===== config.mk =====
export PLATFORM = sky130hd
export DESIGN_NAME = sbw_rate_gen
export DESIGN_NICKNAME = d
export VERILOG_FILES = /design/src/hw/sbw_rate_gen.v
export VERILOG_INCLUDE_DIRS = /design/src /design/src/hw
export SDC_FILE = /design/constraint.sdc
export NUM_CORES = 1
export LEC_CHECK = 0
export ABC_CLOCK_PERIOD_IN_PS = 6400
export BUFFER_PORTS_ARGS = -buffer_cell sky130_fd_sc_hd__clkbuf_2
export CAP_MARGIN = 20
export CORE_MARGIN = 2
export CORE_UTILIZATION = 55
export CTS_BUF_LIST = sky130_fd_sc_hd__clkbuf_4 sky130_fd_sc_hd__clkbuf_8
export DETAILED_ROUTE_END_ITERATION = 10
export GPL_TIMING_DRIVEN = 0
export HOLD_SLACK_MARGIN = 0.03
export PLACE_DENSITY_LB_ADDON = 0.08
export SLEW_MARGIN = 20
export SYNTH_ARGS = -nofsm -noshare
export SYNTH_HDL_FRONTEND = slang
export SYNTH_SLANG_ARGS = --single-unit

===== constraint.sdc =====
create_clock -name pclk -period 6.4 [get_ports pclk]
set_input_delay 1.92 -clock pclk [delete_from_list [all_inputs] [get_ports pclk]]
set_output_delay 1.92 -clock pclk [all_outputs]
set_load 0.02 [all_outputs]

===== src/hw/sbw_rate_map.vh =====
`ifndef SBW_RATE_MAP_VH
`define SBW_RATE_MAP_VH

// register byte offsets on the apb bus
`define SBW_OFS_DIV_LOW      12'h000
`define SBW_OFS_DIV_HIGH     12'h004
`define SBW_OFS_CONTROL      12'h008
`define SBW_OFS_RX_DATA      12'h00C

// baud_control_reg field positions
`define SBW_BIT_WIDE         0
`define SBW_BIT_HSPEED       1
`define SBW_BIT_ABD_EN       2
`define SBW_BIT_WAKE_EN      3
`define SBW_BIT_ABD_OVF      4
`define SBW_BIT_SYNC         5
`define SBW_BIT_RX_IDLE      6
`define SBW_BIT_RX_PEND      7

// reset values
`define SBW_RST_DIVISOR      8'h00
`define SBW_RST_CONTROL      8'h00

// base clock divisions of the system clock
`define SBW_DIV_SLOW         10'd64
`define SBW_DIV_MID          10'd16
`define SBW_DIV_FAST         10'd4
// measurement clock runs at one eighth of the base clock
`define SBW_ABD_SHIFT        3
// rising edges in a sync character
`define SBW_SYNC_RISES       3'd5

`endif


===== src/hw/sbw_rate_gen.v =====
// Notes on behaviour
// - 8-bit divider default, 16-bit when wide
// - base clock fosc/64, /16, or /4
// - synchronous mode ignores high-speed select
// - bit rate is base over divisor+1
// - divisor write clears the divider counter
// - autobaud enable measures sync, holds receiver idle
// - count from one, first to fifth rise
// - fifth rise keeps count, clears enable, pends
// - reading receive data clears pending flag
// - autobaud uses 16 bits at eighth rate
// - measurement clock fosc/512, /128, /128, /32
// - overflow sets flags, counting continues
// - idle low until fifth rise, re-pend
// - clearing enable early resumes normal reception
// - wake only asynchronous; divider stops in sleep
// - wake enable blocks reception, watches falls
// - wake fall sets pending; read clears it
// - rise ending break clears wake enable
// - non-zero character wakes on first low
//
// Local design decisions: the APB register port and the placing of the registers.
`timescale 1ns/10ps
`include "sbw_rate_map.vh"

module sbw_rate_gen
(
   // clock and reset
   input  wire        pclk,
   input  wire        presetn,
   // apb slave
   input  wire        psel,
   input  wire        penable,
   input  wire        pwrite,
   input  wire [11:0] paddr,
   input  wire [31:0] pwdata,
   output reg  [31:0] prdata,
   output reg         pready,
   output reg         pslverr,
   // serial pin
   input  wire        serial_rx_line,
   // core state
   input  wire        sleep_mode,
   // receiver shift logic
   input  wire        rx_char_valid,
   input  wire [7:0]  rx_char,
   input  wire        rx_shift_idle,
   output reg         rate_tick,
   output reg         rx_normal_enable,
   output reg         autobaud_measure,
   output reg         receive_pending_flag,
   output reg         receiver_idle_flag
);

   localparam ST_IDLE  = 2'd0;
   localparam ST_START = 2'd1;
   localparam ST_RISE1 = 2'd2;
   localparam ST_COUNT = 2'd3;

   localparam WK_IDLE  = 1'b0;
   localparam WK_LOW   = 1'b1;

   // base clock division for the select bits
   function [9:0] base_div;
      input wide;
      input hs;
      begin
         if (wide && hs)
            base_div = `SBW_DIV_FAST;
         else if (wide || hs)
            base_div = `SBW_DIV_MID;
         else
            base_div = `SBW_DIV_SLOW;
      end
   endfunction

   reg  [7:0]  rate_divisor_low;
   reg  [7:0]  rate_divisor_high;
   reg         wide_count_select;
   reg         high_speed_select;
   reg         autobaud_enable;
   reg         wake_on_break_enable;
   reg         autobaud_overflow_flag;
   reg         sync_mode;
   reg  [7:0]  receive_data_reg;

   reg         rx_s1;
   reg         rx_s2;
   reg         rx_s3;
   reg         rx_level;
   reg  [1:0]  abd_state;
   reg  [2:0]  rise_count;
   reg         wake_state;
   reg  [12:0] presc;
   reg  [15:0] rate_count;

   wire        apb_access;
   wire        apb_write;
   wire        apb_read;
   wire        wr_low;
   wire        wr_high;
   wire        wr_ctrl;
   wire        rd_data;
   wire        rx_fall;
   wire        rx_rise;
   wire        eff_hs;
   wire [9:0]  base_period;
   wire [12:0] presc_limit;
   wire        presc_done;
   wire        measuring;
   wire        last_rise;
   wire [15:0] divisor_pair;
   wire [15:0] div_limit;
   wire [16:0] pair_inc;

   assign apb_access = psel & penable & pready;
   assign apb_write  = apb_access & pwrite;
   assign apb_read   = apb_access & ~pwrite;
   assign wr_low     = apb_write && (paddr == `SBW_OFS_DIV_LOW);
   assign wr_high    = apb_write && (paddr == `SBW_OFS_DIV_HIGH);
   assign wr_ctrl    = apb_write && (paddr == `SBW_OFS_CONTROL);
   assign rd_data    = apb_read && (paddr == `SBW_OFS_RX_DATA);

   // line changes count once the second and third stages agree
   assign rx_fall = rx_level & ~rx_s3 & ~rx_s2;
   assign rx_rise = ~rx_level & rx_s3 & rx_s2;

   assign eff_hs       = high_speed_select & ~sync_mode;
   assign base_period  = base_div(wide_count_select, eff_hs);
   assign measuring    = (abd_state == ST_COUNT);
   assign presc_limit  = measuring ?
                         ({3'b000, base_period} << `SBW_ABD_SHIFT) :
                         {3'b000, base_period};
   // limit shrinks when a measurement ends or the selects change;
   // a count already past it reloads at once instead of wrapping
   assign presc_done   = (presc >= presc_limit - 13'd1);
   assign last_rise    = measuring && rx_rise &&
                         (rise_count == `SBW_SYNC_RISES);
   assign divisor_pair = {rate_divisor_high, rate_divisor_low};
   assign div_limit    = wide_count_select ? divisor_pair :
                         {8'h00, rate_divisor_low};
   assign pair_inc     = {1'b0, divisor_pair} + 17'd1;

   // pin synchroniser and filtered level
   always @(posedge pclk or negedge presetn)
   begin
      if (!presetn)
      begin
         rx_s1    <= 1'b1;
         rx_s2    <= 1'b1;
         rx_s3    <= 1'b1;
         rx_level <= 1'b1;
      end
      else
      begin
         rx_s1 <= serial_rx_line;
         rx_s2 <= rx_s1;
         rx_s3 <= rx_s2;
         if (rx_s2 == rx_s3)
            rx_level <= rx_s3;
      end
   end

   // apb answer: zero wait, error on unmapped offsets
   always @(posedge pclk or negedge presetn)
   begin
      if (!presetn)
      begin
         pready  <= 1'b0;
         pslverr <= 1'b0;
         prdata  <= 32'h0000_0000;
      end
      else
      begin
         // no wait states once out of reset
         pready <= 1'b1;
         if (psel && !penable)
         begin
            pslverr <= 1'b0;
            prdata  <= 32'h0000_0000;
            if (paddr == `SBW_OFS_DIV_LOW)
               prdata <= {24'h00_0000, rate_divisor_low};
            else if (paddr == `SBW_OFS_DIV_HIGH)
               prdata <= {24'h00_0000, rate_divisor_high};
            else if (paddr == `SBW_OFS_CONTROL)
               prdata <= {24'h00_0000, receive_pending_flag,
                          receiver_idle_flag, sync_mode,
                          autobaud_overflow_flag, wake_on_break_enable,
                          autobaud_enable, high_speed_select,
                          wide_count_select};
            else if (paddr == `SBW_OFS_RX_DATA)
               prdata <= {24'h00_0000, receive_data_reg};
            else
               pslverr <= 1'b1;
         end
      end
   end

   // control, divisor pair, measurement and wake sequences
   always @(posedge pclk or negedge presetn)
   begin
      if (!presetn)
      begin
         rate_divisor_low       <= `SBW_RST_DIVISOR;
         rate_divisor_high      <= `SBW_RST_DIVISOR;
         wide_count_select      <= 1'b0;
         high_speed_select      <= 1'b0;
         autobaud_enable        <= 1'b0;
         wake_on_break_enable   <= 1'b0;
         autobaud_overflow_flag <= 1'b0;
         sync_mode              <= 1'b0;
         receive_data_reg       <= 8'h00;
         receive_pending_flag   <= 1'b0;
         abd_state              <= ST_IDLE;
         rise_count             <= 3'd0;
         wake_state             <= WK_IDLE;
      end
      else
      begin
         if (wr_low)
            rate_divisor_low <= pwdata[7:0];
         if (wr_high)
            rate_divisor_high <= pwdata[7:0];
         if (wr_ctrl)
         begin
            wide_count_select    <= pwdata[`SBW_BIT_WIDE];
            high_speed_select    <= pwdata[`SBW_BIT_HSPEED];
            autobaud_enable      <= pwdata[`SBW_BIT_ABD_EN];
            wake_on_break_enable <= pwdata[`SBW_BIT_WAKE_EN] &
                                    ~pwdata[`SBW_BIT_SYNC];
            sync_mode            <= pwdata[`SBW_BIT_SYNC];
            if (!pwdata[`SBW_BIT_ABD_OVF])
               autobaud_overflow_flag <= 1'b0;
         end
         // any set further down wins over this clear
         if (rd_data)
            receive_pending_flag <= 1'b0;
         if (rx_char_valid && !autobaud_measure)
         begin
            receive_data_reg     <= rx_char;
            receive_pending_flag <= 1'b1;
         end

         // wake on break, ahead of any measurement
         case (wake_state)
            // any fall counts, break or ordinary start bit
            WK_IDLE:
               if (wake_on_break_enable && rx_fall)
               begin
                  receive_pending_flag <= 1'b1;
                  wake_state           <= WK_LOW;
               end
            // waiting for the rise that ends the break
            default:
               if (!wake_on_break_enable)
                  wake_state <= WK_IDLE;
               else if (rx_rise)
               begin
                  wake_on_break_enable <= 1'b0;
                  wake_state           <= WK_IDLE;
               end
         endcase

         // measurement of the sync character
         if (!autobaud_enable)
            abd_state <= ST_IDLE;
         else
         begin
            case (abd_state)
               ST_IDLE:
                  if (!wake_on_break_enable)
                     abd_state <= ST_START;
               ST_START:
                  if (rx_fall)
                     abd_state <= ST_RISE1;
               // first rise after the start bit: pair restarts at one
               ST_RISE1:
                  if (rx_rise)
                  begin
                     rate_divisor_low  <= 8'h01;
                     rate_divisor_high <= 8'h00;
                     rise_count        <= 3'd2;
                     abd_state         <= ST_COUNT;
                  end
               default:
               begin
                  // one step per eight base periods
                  if (presc_done && !sleep_mode)
                  begin
                     rate_divisor_low  <= pair_inc[7:0];
                     rate_divisor_high <= pair_inc[15:8];
                     if (pair_inc[16])
                     begin
                        autobaud_overflow_flag <= 1'b1;
                        receive_pending_flag   <= 1'b1;
                     end
                  end
                  if (rx_rise)
                     rise_count <= rise_count + 3'd1;
                  if (last_rise)
                  begin
                     autobaud_enable      <= 1'b0;
                     receive_pending_flag <= 1'b1;
                     abd_state            <= ST_IDLE;
                  end
               end
            endcase
         end
      end
   end

   // base prescaler and rate divider
   always @(posedge pclk or negedge presetn)
   begin
      if (!presetn)
      begin
         presc      <= 13'd0;
         rate_count <= 16'h0000;
         rate_tick  <= 1'b0;
      end
      else
      begin
         rate_tick <= 1'b0;
         // new divisor takes effect without waiting for the old period
         if (wr_low || wr_high)
         begin
            presc      <= 13'd0;
            rate_count <= 16'h0000;
         end
         else if (sleep_mode)
            presc <= 13'd0;
         else if (presc_done)
         begin
            presc <= 13'd0;
            if (!autobaud_measure)
            begin
               if (rate_count >= div_limit)
               begin
                  rate_count <= 16'h0000;
                  rate_tick  <= 1'b1;
               end
               else
                  rate_count <= rate_count + 16'h0001;
            end
         end
         else
            presc <= presc + 13'd1;
      end
   end

   // status toward the receiver shift logic
   always @(posedge pclk or negedge presetn)
   begin
      if (!presetn)
      begin
         autobaud_measure   <= 1'b0;
         rx_normal_enable   <= 1'b0;
         receiver_idle_flag <= 1'b1;
      end
      else
      begin
         // measurement releases the receiver on the fifth rise itself
         autobaud_measure   <= autobaud_enable & ~wake_on_break_enable &
                               ~last_rise;
         rx_normal_enable   <= ~autobaud_enable & ~wake_on_break_enable &
                               ~sleep_mode;
         receiver_idle_flag <= rx_shift_idle &
                               (~autobaud_enable | last_rise |
                                wake_on_break_enable);
      end
   end

endmodule


# Word-level counts from Yosys, hierarchy flattened
# Cells that the tools add are included.
# W data, S select, Z words.
# op_classes
n_addsub,5
n_lt_le_gt_ge,2
eq_ne,14
muxes,71
bitwise_logic,28
n_reduce_logical,24
# ops
operator,count
$mux W16,6
$mux W8,12
$mux W13,4
$mux W1,36
$pmux W8 S2,2
$eq A12 B4 Y1 const B,2
$add A16 B1 Y17 const B,1
$add A16 B1 Y16 const B,1
$ge A16 B16 Y1,1
$and A1 B1 Y1,15
$add A13 B1 Y13 const B,1
$ge A13 B13 Y1,1
$sub A13 B1 Y13 const B,1
$eq A12 B3 Y1 const B,1
$logic_not A12 Y1,1
$logic_and A1 B1 Y1,11
$not A1 Y1,11
$mux W10,1
$mux W2,5
$ne A3 B3 Y1 const B,3
$mux W7,1
$mux W3,2
$pmux W2 S3,1
$pmux W3 S2,1
other kinds (16),23
# totals
regBits,108
out_inout_bits,39

# Logic depth before layout (Yosys ltp)
# Gate-level depths: netlist of the first run.
# logic_depth
word_depth,13
mapped_depth,15
mapped_depth_nobuf,14

# Worst setup path before layout of the first run
# Ideal clock, no wire load.
# synth_timing
path_type,input port to flip-flop
start,in paddr[5]
end,reg rate_divisor_high[4]
setup_ns,0.126
arrival_ns,3.752
required_time_ns,6.274
slack_ns,2.522
path_stages,8
n_path_buf,1
path_cell_list,nor4_2 -> nand3_2 -> nor4b_2 -> buf_4 -> nand2_4 -> nand3_2 -> o21ai_1 -> a221o_1
# synth_via
elab_chain_len,6
elab_cells_between_ends,7
classes_between,eq/ne (1); mux (5); reduce/logical (1)
# synth_rtl
element,line_no,source
start: declaration,sbw_rate_gen.v:35,"input wire [11:0] paddr,"
$eq A12 B3 Y1 (no source line) *,n/a,
$logic_and A1 B1 Y1 *,sbw_rate_gen.v:120,assign wr_high = apb_write && (paddr == `SBW_OFS_DIV_HIGH);
$mux W8 *,sbw_rate_gen.v:222,if (wr_high)
"$mux W8, on equally long branches","sbw_rate_gen.v:288, sbw_rate_gen.v:278",
$pmux W8 S2,sbw_rate_gen.v:269,case (abd_state)
$mux W8 *,sbw_rate_gen.v:265,if (!autobaud_enable)
end signal: assignment,sbw_rate_gen.v:205,rate_divisor_high <= `SBW_RST_DIVISOR;
end signal: assignment,sbw_rate_gen.v:223,rate_divisor_high <= pwdata[7:0];
end signal: assignment,sbw_rate_gen.v:291,rate_divisor_high <= pair_inc[15:8];
end: declaration,sbw_rate_gen.v:78,reg [7:0] rate_divisor_high;
# Mark *: on every way between the ends. The rest lies on a longest branch, timed or not.
# A chain may end at the register's enable or synchronous reset.

# Worst setup path in the final report of the first run
# layout_timing
start,reg abd_state[0]
end,reg rate_count[12]
# layout_via
elab_chain_len,6
# layout_rtl
element,line_no,source
start: declaration,sbw_rate_gen.v:91,reg [1:0] abd_state;
start signal: assignment,sbw_rate_gen.v:214,abd_state <= ST_IDLE;
start signal: assignment,sbw_rate_gen.v:266,abd_state <= ST_IDLE;
start signal: assignment,sbw_rate_gen.v:272,abd_state <= ST_START;
$eq A2 B2 Y1,sbw_rate_gen.v:130,assign measuring = (abd_state == ST_COUNT);
$mux W13,sbw_rate_gen.v:131,assign presc_limit = measuring ?
$sub A13 B1 Y13,sbw_rate_gen.v:136,assign presc_done = (presc >= presc_limit - 13'd1);
$ge A13 B13 Y1,sbw_rate_gen.v:136,
$reduce_bool A2 Y1 (no source line),n/a,
$reduce_and A3 Y1 (no source line),n/a,
end signal: assignment,sbw_rate_gen.v:343,rate_count <= rate_count + 16'h0001;
end: declaration,sbw_rate_gen.v:95,reg [15:0] rate_count;
# No other way between the ends.

==> impl_results.md, run 1 <==
- Worst slew pin tran: 0.905 ns
- Routed wire length: 12.6 mm
- Total Neg Setup Slack: 0 ns
- Largest net degree at the start of global routing: 85
- Layout Nets: 745
- R2R cell count: 14
- Synth Instances: 560
- Crit share post-route: 0.646
- Drt wl/cell: 16.0 µm
- Hold_ws: 0.362 ns
- First-pass iteration count of the detailed router: 5
- Pleak: 2.81 nW
- Post-synth top cells: dfrtp_1 (79), nand2_1 (59), o21ai_0 (38)
- Die width: 103 µm
- N_diodes: 0
- Htree depth: 3
- Peak supply drop: 0.000108 V
- Hold Buf Count CTS: 0
- # setup viols final: 0
- Clock Latency Late Sink: 0.37 ns
- Worst hold stages: 0
- Post-DR vias/cell: 5.74
- DR iter-0 viols: 314
- Clk slew on worst S/H paths: 0.09 ns
- Most used cell along the critical path: ha_1
- Yosys warning count: 0
- Core box area: 9640 µm²
- CP Launch Type: flop
- Post-CTS repair timing setup buffer count: 0
- Sequential-to-total area share from yosys stat: 0.392
- Fin. max-slew vios: 0
- Worst path cell trace: ha_1 > clkbuf_1 > or2b_1 > ha_1 > xor2_1 > ha_1 > nand4_1 > nor4_1 > mux2i_1 > a211oi_2 > and2b_4 > buf_8 > nand3b_2 > a21oi_2
- Initial antenna violation count: 0
- CTS Root Cell: clkbuf_8
- Vias in the first global route: 4100
- Main synth FF type: dfrtp_1
- Avg Cell Area, Syn: 9.61 µm²
- Min-Delay Path Class: reg -> reg
- Area leader, netlist: dfrtp_1
- CP startpoint: abd_state[0]
- Synth cell types: 70
- Pwr dens: 203 nW/µm²
- Most flops, register: rate_count
- CTS Sinks: 84
- Fmax: 0.242 GHz
- Final Hold Viols: 0
- Met1 wire length: 5.43 mm
- Uppermost layer routed: met4
- WS Path Type: reg -> reg
- Site Rows: 36
- Synth-to-Final Area Change: 13.5%
- Most numerous cell in the Yosys netlist: dfrtp_1
- CP max FO: 10
- Die ar.: 10600 µm²
- Tmin final: 4.13 ns
- Asr flop ratio synth: 1.00
- DRC violations left: 0
- Placed cell area: 5910 µm²
- WL met2: 6.11 mm
- Non-Filler Instances: 785
- Gr usage total: 0.247
- Max reg flops: 16
- Hold_sp: rx_s1
- ANT nets after route: 0
- RSZ-0062 raised after global routing: false
- CTS buffer count: 9
- Gpl congestion: 0.893
- Biggest regs: rate_count x16, presc x13
- Starting Density: 0.559
- Crit Reg-Reg Startpoint: abd_state[0]
- Placed Cells: 769
- Final Skew: 0.0176 ns
- Register bit total from synthesis: 84
- DR vias: 4506
- Yosys top cell area share: 0.367
- I/O pin count: 100
- First-pass GRT wire length: 20.2 mm
- CTS tree: built
- CP max stage cell: a211oi_2
- Routed wl met3: 844 µm
- Finished Cell Area: 6110 µm²
- Port Buffers: 50
- Post-synth EDFFs: 0
- Hold Path End: rx_s2
- R2r endpoint: rate_count[12]
- Worst path arrival time: 4.42 ns
- # resized after CTS: 0
- Detail Placement HPWL: 9.46 mm
- Area contributors post-synth: dfrtp_1 (37%), ha_1 (8.6%), nand2_1 (4.1%), buf_4 (3.6%), o21ai_0 (3.5%)
- R2R Setup Slk: 2.27 ns
- Total chip power: 1.24 mW
- Die Span Y: 103 µm
- WP data required: 6.69 ns
- Status: completed
- Max incr delay on CP: 0.68 ns
- Layout cells sized above 1: 0.224
- Post-Syn Area: 5380 µm²
- Maximum Capacitance Violations: 0
- Total gr overflow: 0
- Rel. slew slack: 0.393
- Max Root-Sink Buffers: 2
- Crit path capture type: flop
[logic make-up (layout without fill, tap and decap cells)]
logic type | count (synthesis) | count (layout) | synth area share
and+or+nand+nor | 215 | 215 | 0.218
AOI/OAI and AO/OA | 119 | 119 | 0.145
DFF | 84 | 84 | 0.392
buffers and inverters | 63 | 129 | 0.0651
adders and majority gates | 37 | 37 | 0.0860
muxes | 28 | 28 | 0.0737
xor gates and xnor gates | 12 | 12 | 0.0195
other | 2 | 28 | 0.00139
[worst max-delay path, delay by kind of cell, from the launching register on]
family	cells	cell delay (ns)
adder cells (fa/ha/maj)	3	0.81
buffers and inverters	2	0.37
XOR/XNOR	1	0.18
multiplexers	1	0.23
flip-flops	1	0.45
AND/OR/NAND/NOR	5	1.19
AO/OA/AOI/OAI	2	0.82
[worst max-delay path by stage]
| stage | endpoint | slack (ns) |
|---|---|---|
| after detailed placement | rate_divisor_high[4] | 2.12 |
| after global routing | rate_count[13] | 1.93 |
| after floorplan | rate_divisor_high[4] | 2.52 |
| after global placement | rate_divisor_high[4] | 2.14 |
| final | rate_count[12] | 2.27 |
| after CTS | rate_count[15] | 2.29 |
[metrics by stage]
| step | setup slack, ns | util |
|---|---|---|
| 3_3_place_gp | 2.14 | 0.612 |
| 6_report | 2.27 | 0.634 |
| 2_1_floorplan | 2.52 | - |
| 4_1_cts | 2.29 | 0.634 |
| 5_1_grt | 1.93 | 0.634 |
| 3_5_place_dp | 2.12 | 0.613 |
[layout by cell type (no fill, tap or decap), types with 21 or more instances in the layout]
cell type,synthesis,routed
o21ai_0,38,38
clkbuf_2,0,49
nand2_1,59,59
nand3_1,26,26
conb_1,2,28
a21oi_1,27,27
nor2_1,34,34
ha_1,37,37
dfrtp_1,79,79
inv_1,21,21
buf_4,26,26
[routing by layer]
metal,up-vias,global-route usage
met5,-,0
met4,0,0.0810
met3,16,0.0468
met2,165,0.397
met1,2162,0.338
li1,2163,-
[power breakdown]
part / leakage (nW) / total (mW) / switching (mW) / internal, mW
clock: 0.104 / 0.398 / 0.204 / 0.194
sequential: 1.11 / 0.570 / 0.0171 / 0.553
combinational: 1.60 / 0.273 / 0.164 / 0.109
[cell type report]
type / count / area (µm²)
multi-input cells: 439 / 3020
fillers: 846 / 3530
plain buffers: 42 / 272
clock buffers: 10 / 138
repair buffers: 50 / 259
inverters: 21 / 78.8
well taps: 133 / 166
flip-flops and latches: 84 / 2110
clock inverters: 6 / 68.8
No activity file was read; power rests on OpenSTA's default activity.
==> inputs of run 2 (changes only) <==
ABC_CLOCK_PERIOD_IN_PS = 3700   (was 6400)
CORE_UTILIZATION = 52   (was 55)
clock period = 3.7 ns   (was 6.4 ns; I/O delays follow)
==> run 2 against run 1 <==
Net effect: cell count increased by 0.89%; hold slack about the same; design area increased by 2.4%; die area increased by 5.5%; critical endpoint is now rate_count[1]; register-to-register slack got worse by 2.1 ns; critical path depth increased by 1; sequential share of layout area decreased by 0.79 points.
==> impl_results.md, run 2 (same netlist as run 1, synthesis figures left out) <==
- Status: completed
- Die Span Y: 106 µm
- Site Rows: 37
- Comb pwr share: 0.214
- Pleak: 2.86 nW
- WL met2: 6.13 mm
- N_diodes: 0
- Vias in the first global route: 4315
- ANT nets after route: 0
- CTS buffer count: 9
- Biggest regs: rate_count x16, presc x13
- RSZ-0062 raised after global routing: false
- Most used cell along the critical path: ha_1
- Layout Nets: 749
- Die ar.: 11200 µm²
- Total chip power: 2.21 mW
- Fmax: 0.285 GHz
- Area of the multi-input gates: 3110 µm²
- Worst path cell trace: nand2b_4 > inv_1 > ha_4 > or2b_1 > ha_1 > xor2_1 > ha_1 > nand4_1 > nor4_2 > mux2i_2 > a21oi_2 > nand2b_1 > buf_4 > or3_1 > a21oi_1
- Largest net degree at the start of global routing: 85
- Htree depth: 3
- Starting Density: 0.529
- Min-Delay Path Class: reg -> reg
- Routed wl met3: 876 µm
- Clk pwr share: 0.341
- Synth-to-Final Area Change: 16.3%
- Most flops, register: rate_count
- CP Launch Type: flop
- Uppermost layer routed: met4
- Switching Share: 0.302
- DR vias: 4573
- Drt wl/cell: 16.0 µm
- Initial antenna violation count: 0
- Core box area: 10200 µm²
- Met1 wire length: 5.40 mm
- CTS Sinks: 84
- Fin. max-slew vios: 0
- Gpl congestion: 0.860
- Rel. slew slack: 0.399
- Pwr dens: 353 nW/µm²
- First-pass GRT wire length: 20.6 mm
- Die width: 106 µm
- Post-DR vias/cell: 5.77
- P_int: 1.54 mW
- Crit path capture type: flop
- CP max stage cell: dfrtp_1
- Crit share post-route: 0.949
- # setup viols final: 0
- Peak supply drop: 0.000218 V
- Max Root-Sink Buffers: 2
- Sequential Power Share: 0.445
- Storage cell area: 2110 µm²
- Worst slew pin tran: 0.897 ns
- Tmin final: 3.51 ns
- DR iter-0 viols: 321
- FILL cells: 895
- Layout cells sized above 1: 0.247
- Clock Latency Late Sink: 0.36 ns
- Hold_ws: 0.362 ns
- Placed Cells: 772
- Gr usage total: 0.231
- P_sw: 669 µW
- Maximum Capacitance Violations: 0
- Final Skew: 0.0143 ns
- DRC violations left: 0
- Max reg flops: 16
- Worst path arrival time: 3.80 ns
- CTS Root Cell: clkbuf_8
- Final Hold Viols: 0
- Port Buffers: 50
- Routed wire length: 12.6 mm
- Most frequent cells in the layout: dfrtp_1 (78), nand2_1 (59), clkbuf_2 (50), o21ai_0 (38), ha_1 (35)
- Commonest non-fill, non-tap cell in the layout: dfrtp_1
- Clk slew on worst S/H paths: 0.09 ns
- CTS tree: built
- Non-Filler Instances: 792
- First-pass iteration count of the detailed router: 5
- CP max FO: 10
- WS Path Type: reg -> reg
- Detail Placement HPWL: 9.38 mm
- WP data required: 3.99 ns
- Max incr delay on CP: 0.40 ns
- I/O pin count: 100
- Total gr overflow: 0
==> run 2: changes by cell type in the layout (fill, tap and decap cells not counted), sizes merged <==
cell and change:
clkbuf -1, bufinv +1, inv -1, buf +5
==> run 2: cell type report <==
type,instances,share of cell area
multi-input cells,439,0.496
flip-flops and latches,84,0.337
repair buffers,55,0.0474
plain buffers,41,0.0434
well taps,136,0.0272
clock buffers,10,0.0210
clock inverters,6,0.0154
inverters,21,0.0126
==> run 2: worst max-delay path: cells and delay by family (launching register included) <==
family / cells / cell delay (ns)
flops: 1 / 0.40
buf+inv: 2 / 0.28
compound gates: 2 / 0.34
xor+xnor: 1 / 0.17
simple gates: 6 / 1.38
mux: 1 / 0.19
fa+ha+maj: 3 / 0.68
==> run 2: per-layer routing <==
metal  up-vias  global-route usage
li1       2167                   -
met1      2226               0.311
met2       160               0.380
met3        20              0.0427
met4         0              0.0724
met5         -                   0
==> run 2: path summary, 6_finish.rpt <==
check | startpoint | slack [ns] | depth (start not counted) | endpoint
worst max-delay path | sync_mode | 0.19 | 15 | rate_count[1]
worst min-delay path | rx_s1 | 0.36 | 0 | rx_s2
worst max register to register | sync_mode | 0.19 | 15 | rate_count[1]
worst min register to register | rx_s1 | 0.36 | 0 | rx_s2
max in group asynchronous | presetn | 2.39 | 1 | abd_state[0]
min in group asynchronous | presetn | 0.77 | 1 | rate_count[2]
==> run 2: what timing repair did <==
action / in CTS / in global routing
gates resized for setup: 8 / 12
endpoints found under the hold margin: 0 / 0
endpoints found under the setup margin: 31 / 33
hold buffers: 0 / 0
setup buffers: 3 / 2
pin swaps: 4 / 3
==> run 2: power groups by stage <==
stage	registers, mW	logic, mW	clock network [mW]
floorplan	1.00	0.322	0
detailed placement	1.00	0.469	0
finish	0.984	0.473	0.755
CTS	0.985	0.474	0.769
global placement	1.00	0.450	0
global route	0.991	0.522	0.818
==> run 2: metrics by stage <==
step / cell area (µm²) / utilization / setup TNS (ns) / setup slack, ns
6_report: 6260 / 0.615 / 0 / 0.189
5_1_grt: 6260 / 0.615 / 0 / 0.00428
4_1_cts: 6200 / 0.609 / 0 / 0.00555
3_5_place_dp: 5910 / 0.580 / -6.18 / -0.398
3_3_place_gp: 5900 / 0.579 / -3.71 / -0.298
2_1_floorplan: 5480 / - / 0 / 0.317
==> inputs of run 3 (changes only) <==
ABC_CLOCK_PERIOD_IN_PS = 3100   (was 3700)
PLACE_DENSITY = 0.74   (was unset)
PLACE_DENSITY_LB_ADDON = unset   (was 0.08)
clock period = 3.1 ns   (was 3.7 ns; I/O delays follow)
==> run 3 against run 2 <==
Net effect: the run now ends with negative setup slack left; sequential cell count did not move; clock-buffer cell count is 1 lower; via count rose by 4.9%; power up 18%; register-to-register slack got worse by 0.64 ns; clock power about the same; sequential share of layout area shrank 2.1 points; core utilization up 4.2 points; combinational power grew 44%; highest routed layer unchanged.
==> impl_results.md, run 3 (same netlist as run 1, synthesis figures left out) <==
- Switching Share: 0.332
- Die width: 106 µm
- Most frequent cells in the layout: dfrtp_1 (77), nand2_1 (56), clkbuf_2 (49), buf_4 (45), ha_1 (34)
- Failing checks: negative setup slack
- N_diodes: 0
- R2R cell count: 15
- Crit share post-route: 1.14
- Crit Reg-Reg Startpoint: wide_count_select
- Storage cell area: 2110 µm²
- Rel. slew slack: 0.299
- Final Hold Viols: 0
- Site Rows: 37
- Largest net degree at the start of global routing: 85
- Status: finished with violations
- Die ar.: 11200 µm²
- Layout Nets: 773
- Max reg flops: 16
- WS Path Type: reg -> reg
- Gr usage total: 0.248
- DR iter-0 viols: 364
- Synth-to-Final Area Change: 24.2%
- Port Buffers: 50
- Pleak: 3.05 nW
- CTS tree: built
- CP max FO: 10
- Biggest regs: rate_count x16, presc x13
- Layout cells sized above 1: 0.319
- Worst hold stages: 0
- Initial antenna violation count: 0
- Tmin final: 3.55 ns
- Post-DR vias/cell: 5.88
- DR vias: 4798
- Peak supply drop: 0.000213 V
- Drt wl/cell: 17.1 µm
- Hold_sp: rx_s1
- Core box area: 10200 µm²
- P_int: 1.75 mW
- Fmax: 0.282 GHz
- Commonest non-fill, non-tap cell in the layout: dfrtp_1
- RSZ-0062 raised after global routing: true
- Final setup margin: -0.449 ns
- Clk slew on worst S/H paths: 0.09 ns
- Final Core Density: 0.657
- Clk pwr share: 0.289
- CP Launch Type: flop
- Maximum Capacitance Violations: 0
- FILL cells: 811
- Die Span Y: 106 µm
- Min-Delay Path Class: reg -> reg
- I/O pin count: 100
- Max Root-Sink Buffers: 2
- P_sw: 868 µW
- Detail Placement HPWL: 9.46 mm
- Worst slew pin tran: 1.05 ns
- Routed wire length: 13.9 mm
- Total gr overflow: 0
- WP data required: 3.36 ns
- Total Neg Setup Slack: -13.70 ns
- Hold_ws: 0.360 ns
- CTS Root Cell: clkbuf_8
- Htree depth: 3
- Vias in the first global route: 4582
- CTS buffer count: 9
- Sequential Power Share: 0.450
- # setup viols final: 43
- Pwr dens: 391 nW/µm²
- Fin. max-slew vios: 0
- CP startpoint: wide_count_select
- Crit path capture type: flop
- Clock Latency Late Sink: 0.37 ns
- Starting Density: 0.529
- Final Skew: 0.00753 ns
- First-pass iteration count of the detailed router: 5
- CTS Sinks: 84
- First-pass GRT wire length: 22.0 mm
- Worst path arrival time: 3.81 ns
- DRC violations left: 0
- Comb pwr share: 0.261
- Most flops, register: rate_count
- Area of the multi-input gates: 3290 µm²
- Gpl congestion: 0.895
- ANT nets after route: 0
-- run 3: per-layer routing --
layer  global-route usage  wire [µm]  vias to the layer above
met2                0.409       7030                      213
met1                0.323       5610                     2331
met3               0.0507        939                       34
met5                    0          0                        -
li1                     -          -                     2220
met4               0.0968        362                        0
-- run 3: area by class of cell --
type                       instances  area share
multi-input combinational        439       0.493
sequential                        84       0.316
timing repair buffer              79      0.0819
buffer                            41      0.0449
tap                              136      0.0254
clock buffer                       9      0.0185
inverter                          21      0.0118
clock inverter                     7     0.00917
-- run 3: worst paths after layout --
kind	slack, ns	to
min reg2reg	0.36	rx_s2
max in group asynchronous	2.03	abd_state[0]
max	-0.45	rate_divisor_low[7]
max reg2reg	-0.45	rate_divisor_low[7]
min	0.36	rx_s2
min in group asynchronous	0.60	rise_count[1]
-- run 3: power by group through the flow --
stage | registers (mW) | clock network [mW] | logic (mW)
after floorplan | 1.20 | 0 | 0.388
after global routing | 1.18 | 0.809 | 0.745
after detailed placement | 1.20 | 0 | 0.549
after global placement | 1.20 | 0 | 0.537
after CTS | 1.18 | 0.764 | 0.651
final | 1.18 | 0.757 | 0.682
-- run 3: stage by stage --
stage,instances,total power [mW],cell area (µm²),setup slack [ns]
final,816,2.62,6690,-0.449
after global routing,816,2.74,6690,-0.550
after CTS,812,2.59,6530,-0.253
after detailed placement,772,1.75,5990,-0.688
after global placement,772,1.73,5980,-0.604
after floorplan,586,1.59,5560,-0.104
-- run 3: what timing repair did --
item	in CTS	in global routing
setup endpoints to repair	42	45
pin swaps	38	16
setup buffers	21	6
resized for setup	47	29
gates cloned	4	0
hold buffers	0	0
-- run 3: worst max-delay path, cell delays in order (launching register included) --
cell,delay [ns]
dfrtp_1,0.45
clkbuf_4,0.25
inv_1,0.09
ha_1,0.29
nor2_1,0.11
o21ai_0,0.13
ha_1,0.31
nand4_1,0.24
nor4_2,0.42
mux2i_2,0.19
buf_4,0.18
a21boi_4,0.15
buf_12,0.15
nor3_4,0.06
a32o_1,0.25
a21o_1,0.15
